### src/rtl/gpee_pkg.sv
package gpee_pkg;

    // i/o offsets from the power-management base
    localparam logic [7:0]  GROUP0_ENABLES_OFFSET = 8'h2A;
    localparam logic [7:0]  GROUP1_STATUS_OFFSET  = 8'h2C;

    localparam logic [15:0] GROUP0_ENABLES_RESET  = 16'h0000;
    localparam logic [15:0] GROUP1_STATUS_RESET   = 16'h0000;
    localparam logic [15:0] GROUP0_WRITABLE_MASK  = 16'h3D7D;
    localparam logic [15:0] GP_INPUT_IMPLEMENTED  = 16'hF7FF;
    localparam logic [15:0] WAKE_SOURCE_MASK      = 16'h3938;

    // enable and status bit positions of the first group
    localparam int THERMAL_EVENT_BIT    = 0;
    localparam int THERMAL_POLARITY_BIT = 2;
    localparam int USB_ONE_BIT          = 3;
    localparam int USB_TWO_BIT          = 4;
    localparam int CODEC_BIT            = 5;
    localparam int TCO_BIT              = 6;
    localparam int RESUME_WELL_TOP      = 7;
    localparam int RTC_WELL_LOW         = 8;
    localparam int RING_BIT             = 8;
    localparam int BATTERY_LOW_BIT      = 10;
    localparam int MGMT_EVENT_BIT       = 11;
    localparam int USB_THREE_BIT        = 12;
    localparam int BUS0_MGMT_BIT        = 13;

    // per-input routing code, two bits per general-purpose input
    localparam logic [1:0] ROUTE_NONE        = 2'h0;
    localparam logic [1:0] ROUTE_SYSTEM_MGMT = 2'h1;
    localparam logic [1:0] ROUTE_ACPI        = 2'h2;

    typedef enum logic [2:0] {
        SLEEP_S0 = 3'b000,
        SLEEP_S1 = 3'b001,
        SLEEP_S2 = 3'b010,
        SLEEP_S3 = 3'b011,
        SLEEP_S4 = 3'b100,
        SLEEP_S5 = 3'b101
    } gpee_sleep_type;

    typedef enum logic [1:0] {
        ENTRY_SLEEP_COMMAND = 2'b00,
        ENTRY_POWER_FAIL    = 2'b01,
        ENTRY_OVERRIDE      = 2'b10
    } gpee_s5_entry_type;

    typedef struct packed {
        logic        write;
        logic        read;
        logic [7:0]  offset;
        logic [1:0]  byteEnable;
        logic [15:0] data;
    } gpee_io_req_type;

    typedef struct packed {
        logic        valid;
        logic [15:0] data;
    } gpee_io_rsp_type;

    function automatic logic offsetHit(input gpee_io_req_type req, input logic [7:0] offset);
        return req.offset == offset;
    endfunction

    function automatic logic [15:0] laneMask(input logic [1:0] byteEnable);
        return {{8{byteEnable[1]}}, {8{byteEnable[0]}}};
    endfunction

    function automatic logic [15:0] routeMask(input logic [31:0] routing, input logic [1:0] code);
        logic [15:0] mask;
        mask = 16'h0000;
        for (int i = 0; i < 16; i++) begin
            mask[i] = routing[2*i +: 2] == code;
        end
        return mask;
    endfunction

endpackage

### src/rtl/gpee_gp_status.sv
`timescale 1ns/1ps
module gpee_gp_status
    import gpee_pkg::*;
(
    input  wire logic        clk,
    input  wire logic        rst,
    input  wire logic        ce,
    input  wire logic [15:0] pinLevel,
    input  wire logic [15:0] isInput,
    input  wire logic [15:0] invert,
    input  wire logic [15:0] clearMask,
    output wire logic [15:0] pinActive,
    output logic      [15:0] flag
);

    logic [15:0] next_flag;

    // active low unless inverted, only when configured as input
    assign pinActive = isInput & (pinLevel ^ ~invert);

    // an active pin keeps its bit set through a clear
    assign next_flag = GP_INPUT_IMPLEMENTED
                     & (pinActive | (flag & ~clearMask));

    always_ff @(posedge clk or posedge rst) begin
        if (rst) begin
            flag <= GROUP1_STATUS_RESET;
        end else if (ce) begin
            flag <= next_flag;
        end
    end
endmodule

### src/rtl/gpee_event_gate.sv
`timescale 1ns/1ps
module gpee_event_gate
    import gpee_pkg::*;
(
    input  wire logic              clk,
    input  wire logic              rst,
    input  wire logic              rtc_well_reset,
    input  wire logic              ce,
    input  wire gpee_io_req_type   ioRequest,
    output gpee_io_rsp_type        ioResponse,
    input  wire logic              pwrButtonOverride,
    input  wire logic              thermalPin,
    input  wire logic              batteryLowPin,
    input  wire logic              acpiRoutingSelect,
    input  wire gpee_sleep_type    sleepState,
    input  wire gpee_s5_entry_type s5Entry,
    input  wire logic              bus0MgmtEventFlag,
    input  wire logic              usbCtrlThreeWakeFlag,
    input  wire logic              mgmtEventFlag,
    input  wire logic              ringWakeFlag,
    input  wire logic              codecWakeFlag,
    input  wire logic              usbCtrlTwoWakeFlag,
    input  wire logic              usbCtrlOneWakeFlag,
    input  wire logic              tcoAcpiIrqSet,
    input  wire logic              tcoAcpiIrqClear,
    input  wire logic              thermalFlagClear,
    input  wire logic [15:0]       gpInputPin,
    input  wire logic [15:0]       gpInputIsInput,
    input  wire logic [15:0]       gpInputInvert,
    input  wire logic [15:0]       gpInputEnable,
    input  wire logic [31:0]       gpInputRouting,
    output wire logic [15:0]       eventGroup0Enables,
    output wire logic [15:0]       gpInputFlag,
    output logic                   thermalFlag,
    output logic                   tcoAcpiIrqFlag,
    output logic      [15:0]       groupZeroRequest,
    output logic      [15:0]       groupOneRequest,
    output logic                   wakeRequest,
    output logic                   acpiEventRequest,
    output logic                   systemMgmtRequest
);

    logic [7:0]  enablesResume;
    logic [15:8] enablesRtc;
    logic        batteryLowPrev;

    wire  logic        enablesHit;
    wire  logic        statusHit;
    wire  logic [15:0] writeLanes;
    wire  logic        enablesWrite;
    wire  logic [15:0] next_enables;
    wire  logic [15:0] group1Clear;
    wire  logic [15:0] gpActive;
    wire  logic        thermalActive;
    wire  logic        next_thermalFlag;
    wire  logic        next_tcoAcpiIrqFlag;
    wire  logic [15:0] group0Status;
    wire  logic [15:0] group0Pending;
    wire  logic [15:0] group1Pending;
    wire  logic [15:0] gpAcpiRoute;
    wire  logic [15:0] gpMgmtRoute;
    wire  logic        sleeping;
    wire  logic        inS5;
    wire  logic        bus0WakeAllowed;
    wire  logic        mgmtWakeAllowed;
    wire  logic        next_wakeRequest;
    wire  logic        batteryLowFall;
    wire  logic        batteryLowEvent;
    wire  logic        routedEvent;
    wire  logic        next_acpiEventRequest;
    wire  logic        next_systemMgmtRequest;
    wire  logic [15:0] readData;

    // register decode
    assign enablesHit   = offsetHit(ioRequest, GROUP0_ENABLES_OFFSET);
    assign statusHit    = offsetHit(ioRequest, GROUP1_STATUS_OFFSET);
    assign writeLanes   = laneMask(ioRequest.byteEnable);
    assign enablesWrite = ioRequest.write && enablesHit;

    assign next_enables = pwrButtonOverride ? GROUP0_ENABLES_RESET :
                          enablesWrite ?
                          ((eventGroup0Enables & ~writeLanes)
                          | (ioRequest.data & writeLanes)) & GROUP0_WRITABLE_MASK :
                          eventGroup0Enables;

    assign eventGroup0Enables = {enablesRtc, enablesResume};

    // resume-well half of the enables
    always_ff @(posedge clk or posedge rst) begin
        if (rst) begin
            enablesResume <= GROUP0_ENABLES_RESET[RESUME_WELL_TOP:0];
        end else if (ce) begin
            enablesResume <= next_enables[RESUME_WELL_TOP:0];
        end
    end

    // rtc-well half: no other reset touches bits 15 to 8
    always_ff @(posedge clk or posedge rtc_well_reset) begin
        if (rtc_well_reset) begin
            enablesRtc <= GROUP0_ENABLES_RESET[15:RTC_WELL_LOW];
        end else if (ce) begin
            enablesRtc <= next_enables[15:RTC_WELL_LOW];
        end
    end

    // group1 status bits
    assign group1Clear = (ioRequest.write && statusHit) ? ioRequest.data & writeLanes
                                                        : 16'h0000;

    gpee_gp_status u_gp_status (
        .clk       (clk),
        .rst       (rst),
        .ce        (ce),
        .pinLevel  (gpInputPin),
        .isInput   (gpInputIsInput),
        .invert    (gpInputInvert),
        .clearMask (group1Clear),
        .pinActive (gpActive),
        .flag      (gpInputFlag)
    );

    // thermal and tco flags: a set in the clearing cycle wins
    assign thermalActive       = eventGroup0Enables[THERMAL_POLARITY_BIT] ? thermalPin
                                                                          : ~thermalPin;
    assign next_thermalFlag    = thermalActive | (thermalFlag & ~thermalFlagClear);
    assign next_tcoAcpiIrqFlag = tcoAcpiIrqSet | (tcoAcpiIrqFlag & ~tcoAcpiIrqClear);

    always_ff @(posedge clk or posedge rst) begin
        if (rst) begin
            thermalFlag    <= 1'b0;
            tcoAcpiIrqFlag <= 1'b0;
            batteryLowPrev <= 1'b1;
        end else if (ce) begin
            thermalFlag    <= next_thermalFlag;
            tcoAcpiIrqFlag <= next_tcoAcpiIrqFlag;
            batteryLowPrev <= batteryLowPin;
        end
    end

    // first-group status laid out at the enable positions
    assign group0Status = {2'b00,
                           bus0MgmtEventFlag,
                           usbCtrlThreeWakeFlag,
                           mgmtEventFlag,
                           1'b0,
                           1'b0,
                           ringWakeFlag,
                           1'b0,
                           tcoAcpiIrqFlag,
                           codecWakeFlag,
                           usbCtrlTwoWakeFlag,
                           usbCtrlOneWakeFlag,
                           1'b0,
                           1'b0,
                           thermalFlag};

    assign group0Pending = group0Status & eventGroup0Enables;
    assign group1Pending = gpInputFlag & gpInputEnable;

    // wake qualification by sleep state and how S5 was entered
    assign sleeping        = sleepState != SLEEP_S0;
    assign inS5            = sleepState == SLEEP_S5;
    assign bus0WakeAllowed = sleeping && !(inS5 && s5Entry == ENTRY_OVERRIDE);
    assign mgmtWakeAllowed = sleeping && (!inS5 || s5Entry == ENTRY_SLEEP_COMMAND);

    // battery low keeps inhibiting wake whatever its enable says
    assign next_wakeRequest = batteryLowPin && (
                              (bus0WakeAllowed && group0Pending[BUS0_MGMT_BIT])
                           || (mgmtWakeAllowed && group0Pending[MGMT_EVENT_BIT])
                           || (sleeping && group0Pending[USB_THREE_BIT])
                           || (sleeping && group0Pending[RING_BIT])
                           || (sleeping && |(group0Pending
                                & WAKE_SOURCE_MASK
                                & ~(16'h0001 << BUS0_MGMT_BIT)
                                & ~(16'h0001 << MGMT_EVENT_BIT)))
                           || (sleeping && |group1Pending));

    // interrupt routing, only while running except the battery-low event, which is routed in any sleep state
    assign gpAcpiRoute     = routeMask(gpInputRouting, ROUTE_ACPI);
    assign gpMgmtRoute     = routeMask(gpInputRouting, ROUTE_SYSTEM_MGMT);
    assign batteryLowFall  = batteryLowPrev && !batteryLowPin;
    assign batteryLowEvent = batteryLowFall && eventGroup0Enables[BATTERY_LOW_BIT];
    assign routedEvent     = group0Pending[BUS0_MGMT_BIT]
                          || group0Pending[THERMAL_EVENT_BIT];

    assign next_acpiEventRequest = (batteryLowEvent && acpiRoutingSelect)
                                || (!sleeping && (
                                       group0Pending[MGMT_EVENT_BIT]
                                    || group0Pending[TCO_BIT]
                                    || (acpiRoutingSelect && routedEvent)
                                    || |(group1Pending & gpAcpiRoute)));

    assign next_systemMgmtRequest = (batteryLowEvent && !acpiRoutingSelect)
                                 || (!sleeping && (
                                        (!acpiRoutingSelect && routedEvent)
                                     || |(group1Pending & gpMgmtRoute)));

    // register read data, unmapped offsets read zero
    assign readData = enablesHit ? eventGroup0Enables :
                      statusHit  ? gpInputFlag :
                      16'h0000;

    always_ff @(posedge clk or posedge rst) begin
        if (rst) begin
            groupZeroRequest  <= 16'h0000;
            groupOneRequest   <= 16'h0000;
            wakeRequest       <= 1'b0;
            acpiEventRequest  <= 1'b0;
            systemMgmtRequest <= 1'b0;
            ioResponse        <= '0;
        end else if (ce) begin
            groupZeroRequest  <= group0Pending;
            groupOneRequest   <= group1Pending;
            wakeRequest       <= next_wakeRequest;
            acpiEventRequest  <= next_acpiEventRequest;
            systemMgmtRequest <= next_systemMgmtRequest;
            ioResponse.valid  <= ioRequest.read;
            ioResponse.data   <= ioRequest.read ? readData : 16'h0000;
        end
    end
endmodule

### config.mk
export PLATFORM = sky130hd
export DESIGN_NAME = gpee_event_gate
export DESIGN_NICKNAME = d
export VERILOG_FILES = /design/src/rtl/gpee_pkg.sv /design/src/rtl/gpee_gp_status.sv /design/src/rtl/gpee_event_gate.sv
export SDC_FILE = /design/constraint.sdc
export NUM_CORES = 1
export LEC_CHECK = 0
export BUFFER_PORTS_ARGS = -buffer_cell sky130_fd_sc_hd__buf_2
export CELL_PAD_IN_SITES_DETAIL_PLACEMENT = 1
export CELL_PAD_IN_SITES_GLOBAL_PLACEMENT = 1
export CORE_MARGIN = 3
export CORE_UTILIZATION = 31
export CTS_CLUSTER_DIAMETER = 80
export DETAILED_ROUTE_END_ITERATION = 16
export HOLD_SLACK_MARGIN = 0.1
export MAX_ROUTING_LAYER = met4
export PLACE_DENSITY_LB_ADDON = 0.05
export SYNTH_ARGS = -nofsm -noshare
export SYNTH_HDL_FRONTEND = slang
export SYNTH_SLANG_ARGS = --single-unit
### constraint.sdc
create_clock -name clk -period 2.53 [get_ports clk]
set_input_delay 0.6325 -clock clk [delete_from_list [all_inputs] [get_ports clk]]
set_output_delay 0.6325 -clock clk [all_outputs]
set_load 0.1 [all_outputs]
### After elaboration in Yosys (flattened, before gate mapping)

Index checks and enable logic that the tools add are counted.
Widths: inputs -> output; s select.

| storage, ports and cells | value |
|---|---|
| logic and storage cells | 123 |
| bits in registers | 86 |

| cells by class | value |
|---|---|
| eq/ne operators | 36 |
| mux-type cells | 7 |
| reductions and logical operators | 46 |
| bitwise logic cells | 21 |

Operator list:

| kind | count |
|---|---|
| $and 16x16->16 | 6 |
| $mux 16 | 6 |
| $reduce_or 16->1 | 3 |
| $eq 2x2->1 const B | 17 |
| $eq 2x1->1 const B | 16 |
| $not 16->16 | 2 |
| $logic_and 1x1->1 | 20 |
| $and 14x16->16 | 1 |
| $eq 8x6->1 const B | 2 |
| $or 16x16->16 | 1 |
| $xor 16x16->16 | 1 |
| $and 14x14->14 | 1 |
| $not 14->14 | 1 |
| $or 14x14->14 | 1 |
| $logic_or 1x1->1 | 13 |
| $logic_not 1->1 | 5 |
| $reduce_or 5->1 | 1 |
| $eq 3x3->1 const B | 1 |
| $not 1->1 | 3 |
| $reduce_bool 3->1 | 1 |
| $and 1x1->1 | 2 |
| $logic_not 2->1 | 1 |
| $or 1x1->1 | 2 |
| $reduce_and 2->1 | 1 |
| 2 further kinds | 2 |

### Logic depth before layout (Yosys ltp)

| logic depth | value |
|---|---|
| depth after elaboration | 11 |
| depth in mapped cells | 6 |
| gate-level depth less buffers | 4 |

### Modules after synthesis

A second synthesis with hierarchy kept.

| unflattened totals | value |
|---|---|
| cells, all modules | 413 |
| area, all modules | 4,130.2 um2 |

Modules (own cells, without submodules):

| module | area each (um2) | instances | cells an instance | sequential area each (um2) |
|---|---|---|---|---|
| gpee_event_gate | 3,263.1 | 1 | 330 | 1,477.7 |
| gpee_gp_status | 867.1 | 1 | 83 | 375.4 |

### Worst setup path before layout

Ideal clock, no wire load.

| timing | value |
|---|---|
| path kind | input to register |
| start point | input ioRequest[22] (netlist bit) |
| end point | register u_gp_status.flag[10] |
| arrival | 1.680 ns |
| cell stages on the path | 5 |
| library setup time | 0.123 ns |
| buffers on the path | 1 |
| slack | 0.727 ns |
| path through | nor4b_4 and4_2 buf_2 nand2_1 a32o_1 |

| on the way | value |
|---|---|
| cells in the longest elaborated chain, start to end | 6 |

Ends and longest elaborated chain:

| what | RTL line | source |
|---|---|---|
| start: declaration | gpee_event_gate.sv:9 | `input wire gpee_io_req_type ioRequest,` |
| $eq 8x6->1 | gpee_pkg.sv:62 | `return req.offset == offset;` |
| $logic_and 1x1->1 | gpee_event_gate.sv:107 | `assign group1Clear = (ioRequest.write && statusHit) ? ioRequest.data & writeLanes` |
| $mux 16 | gpee_event_gate.sv:107 |  |
| $not 16->16 | gpee_gp_status.sv:23 | `& (pinActive \| (flag & ~clearMask));` |
| $and 16x16->16 | gpee_gp_status.sv:23 |  |
| $or 16x16->16 | gpee_gp_status.sv:23 |  |
| end signal: assignment | gpee_gp_status.sv:29 | `flag <= next_flag;` |
| end: declaration | gpee_gp_status.sv:13 | `output logic [15:0] flag` |

No other way between the ends.
A chain may end at the register's enable or synchronous reset.

### Worst setup path after layout

| timing | value |
|---|---|
| start point | register u_gp_status.flag[13] |
| end point | output gpInputFlag[13] |

RTL lines:

| what | RTL line | source |
|---|---|---|
| end: declaration | gpee_event_gate.sv:33 | `output wire logic [15:0] gpInputFlag,` |

No word-level cell between the ends.

==> key figures <==
Timing
  • Final setup slack of the worst path: 495 ps
  • Fmax achieved: 0.492 GHz
  • Worst-Margin Slew: 611 ps
  • Rel. slew slack: 58.2%
  • Setup Viol. Count Final: 0
  • Layout Skew: 4.80 ps
  • Tcrit/Tclk final: 80.4%
  • Final hold vios: 0
  • Setup TNS: 0 ps
  • RSZ-0062 raised after global routing: no
  • Final min period: 2030 ps
  • Max Slew Vio Count: 0

CTS
  • # resized after CTS: 0
  • CTS clk-pin slew, worst paths: 60 ps
  • Hold_buf cts: 0
  • Worst skew pair latency: 340 ps
  • CTS Buf Count: 9
  • Clock tree from TritonCTS: done
  • Clock Tree Buf Depth: 2
  • Setup Buffers After CTS: 0
  • Clock Sink Count: 73
  • H-tree depth: 3
  • Clock root cell: clkbuf_16

Floorplan
  • Die Span Y: 117 µm
  • Die width: 117 µm
  • Site Rows: 39
  • Number of primary I/O pins: 233
  • Die area: 13,700 µm²
  • Core area: 11,700 µm²
  • Starting Density: 32.6%

Yosys
  • Cells after Synth: 369
  • Synth async-reset ratio: 100%
  • Syn Area/Cell: 10.3 µm²
  • Netlist cell types: 39
  • Post-Synth XOR/XNOR Area: 3.67%
  • Library cell with the highest instance count after synthesis: dfrtp_1
  • Mux cell area share after synthesis: 0%
  • Sequential element share of the synthesized area: 47.9%
  • Synth area leader: dfrtp_1
  • Simple-gate share of the synthesized area: 21.2%
  • Synth area leaders: dfrtp_1 (47%), nand4b_1 (7.3%), a32o_1 (4.2%), a22o_1 (4.1%), o21ai_0 (3.8%)
  • Post-synth top flop: dfrtp_1
  • Post-Syn Area: 3820 µm²
  • Largest family of logic cells by synthesized area: simple AND/OR/NAND/NOR gates
  • Post-synthesis register bit count: 73
  • EDFF count, synth: 0
  • Post-synthesis compound-gate area fraction: 19.8%
  • Yosys warnings: 0
  • Post-synth top cells: dfrtp_1 (72), nand4b_1 (32), nand2_1 (30)
  • Synth top area share: 47.2%
  • Post-Synth Adder-Cell Area: 0%

Power
  • Overall power: 0.00328 W
  • PwrDens: 619 nW/µm²
  • Peak VDD IR: 0.237 mV
  • LEAKAGE: 2.57 nW

Placement
  • Placed Area: 5000 µm²
  • DP Worst Slack: 283 ps
  • Hpwl dp: 12,000 µm
  • Final GP Congestion: 0.885
  • I/O Buffers: 212

Route
  • Vias: 3,845
  • Avg WL per Cell: 20.3 µm
  • DRT Pass-1 Iters: 4
  • Iter 0 DRT Violations: 221
  • Post-route ant nets: 0
  • DR DRC count: 0
  • Post-DR vias/cell: 5.24
  • Routed Wire Length: 14,900 µm

Worst setup path
  • Cell Chain, Critical Path: buf_2
  • WP data arrival: 1400 ps
  • Worst setup EP type: primary output
  • R2R setup slack: 760 ps
  • Cell family with most CP delay: flip-flops
  • CP Launch Type: register
  • Crit Path Category: register to primary output
  • Critical Path RT: 1900 ps
  • Critical Path Max Stage Delay: 560 ps
  • Slowest-stage cell, CP: dfrtp_1
  • Critical path peak fanout: 7
  • Buf+Inv Stages, Crit Path: 1

GRT
  • Global-route wire length before repair: 22,200 µm
  • Antenna violations before repair: 1
  • Pin count of the biggest net entering global routing: 45
  • Grt ovf: 0
  • GRT Total Usage: 22.2%
  • Vias in the first global route: 4,036

Run
  • Max_cap viols: 0

Layout
  • Final #Nets: 731
  • Layout cell share with drive strength beyond 1: 42.1%
  • Design Area, Final: 5310 µm²
  • Synth-to-layout area growth: 39.0%

Hold path
  • Min-delay worst type: input port to async pin

Run status
  • Outcome: finished clean
stage by stage:
stage | cells | hold slack, ps | utilization, %
after floorplan | 382 | 411 | -
after global routing | 733 | 210 | 45.3
after global placement | 716 | 466 | 42.7
after detailed placement | 716 | 474 | 42.7
final | 734 | 181 | 45.3
after CTS | 732 | 186 | 45.3
layer usage:
| layer | wire, µm | GRT usage, % |
|---|---|---|
| met5 | 0 | - |
| met4 | 225 | 6.50 |
| met2 | 7150 | 34.7 |
| met3 | 875 | 4.06 |
| met1 | 6650 | 29.6 |
registers in the layout, indices dropped and copies added (netlist names):
name,count
enablesResume,6
enablesRtc,5
thermalFlag,1
systemMgmtRequest,1
groupOneRequest,15
groupZeroRequest,9
wakeRequest,1
u_gp_status.flag,15
ioResponse,17
acpiEventRequest,1
tcoAcpiIrqFlag,1
batteryLowPrev,1
layout make-up:
type | instances | area, µm²
Antenna cell | 2 | 5.00
Clock inverter | 6 | 57.6
Clock buffer | 10 | 239
Sequential cell | 73 | 1830
Fill cell | 1414 | 6400
Inverter | 28 | 105
Multi-Input combinational cell | 252 | 1760
Tap cell | 143 | 179
Timing Repair Buffer | 220 | 1130
logic make-up (layout without fill, tap and decap cells):
| logic type | Yosys count | after routing |
|---|---|---|
| xor gates and xnor gates | 16 | 16 |
| and+or+nand+nor | 122 | 122 |
| DFF | 73 | 73 |
| AOI/OAI and AO/OA | 100 | 100 |
| buffers and inverters | 57 | 264 |
| other | 1 | 16 |
cells in the final DEF, fill, tap and decap left out, types with 10 or more instances in the layout:
cell type	n
inv_1	27
nand4b_1	32
o2bb2ai_1	10
o21ai_0	29
nand3_1	22
nand2_1	30
a32o_1	16
conb_1	14
buf_2	212
nand4_1	11
dfrtp_1	72
a22oi_1	18
xnor2_1	15
a22o_1	18
final timing paths:
check,from,endpoint,cells after the start
max,u_gp_status.flag[13],gpInputFlag[13],1
max in group asynchronous,rst,groupOneRequest[0],3
max reg2reg,enablesRtc[13],acpiEventRequest,4
min,rtc_well_reset,enablesRtc[10],2
min reg2reg,batteryLowPrev,batteryLowPrev,2
min in group clk,batteryLowPrev,batteryLowPrev,2
power breakdown:
group	total [W]	internal, W	switching, W
registers	0.00124	0.00121	0.0000284
clock network	0.00130	0.000783	0.000515
logic	0.000748	0.000178	0.000569
total	0.00328	0.00217	0.00111
Power figures use the tool's default switching activity.
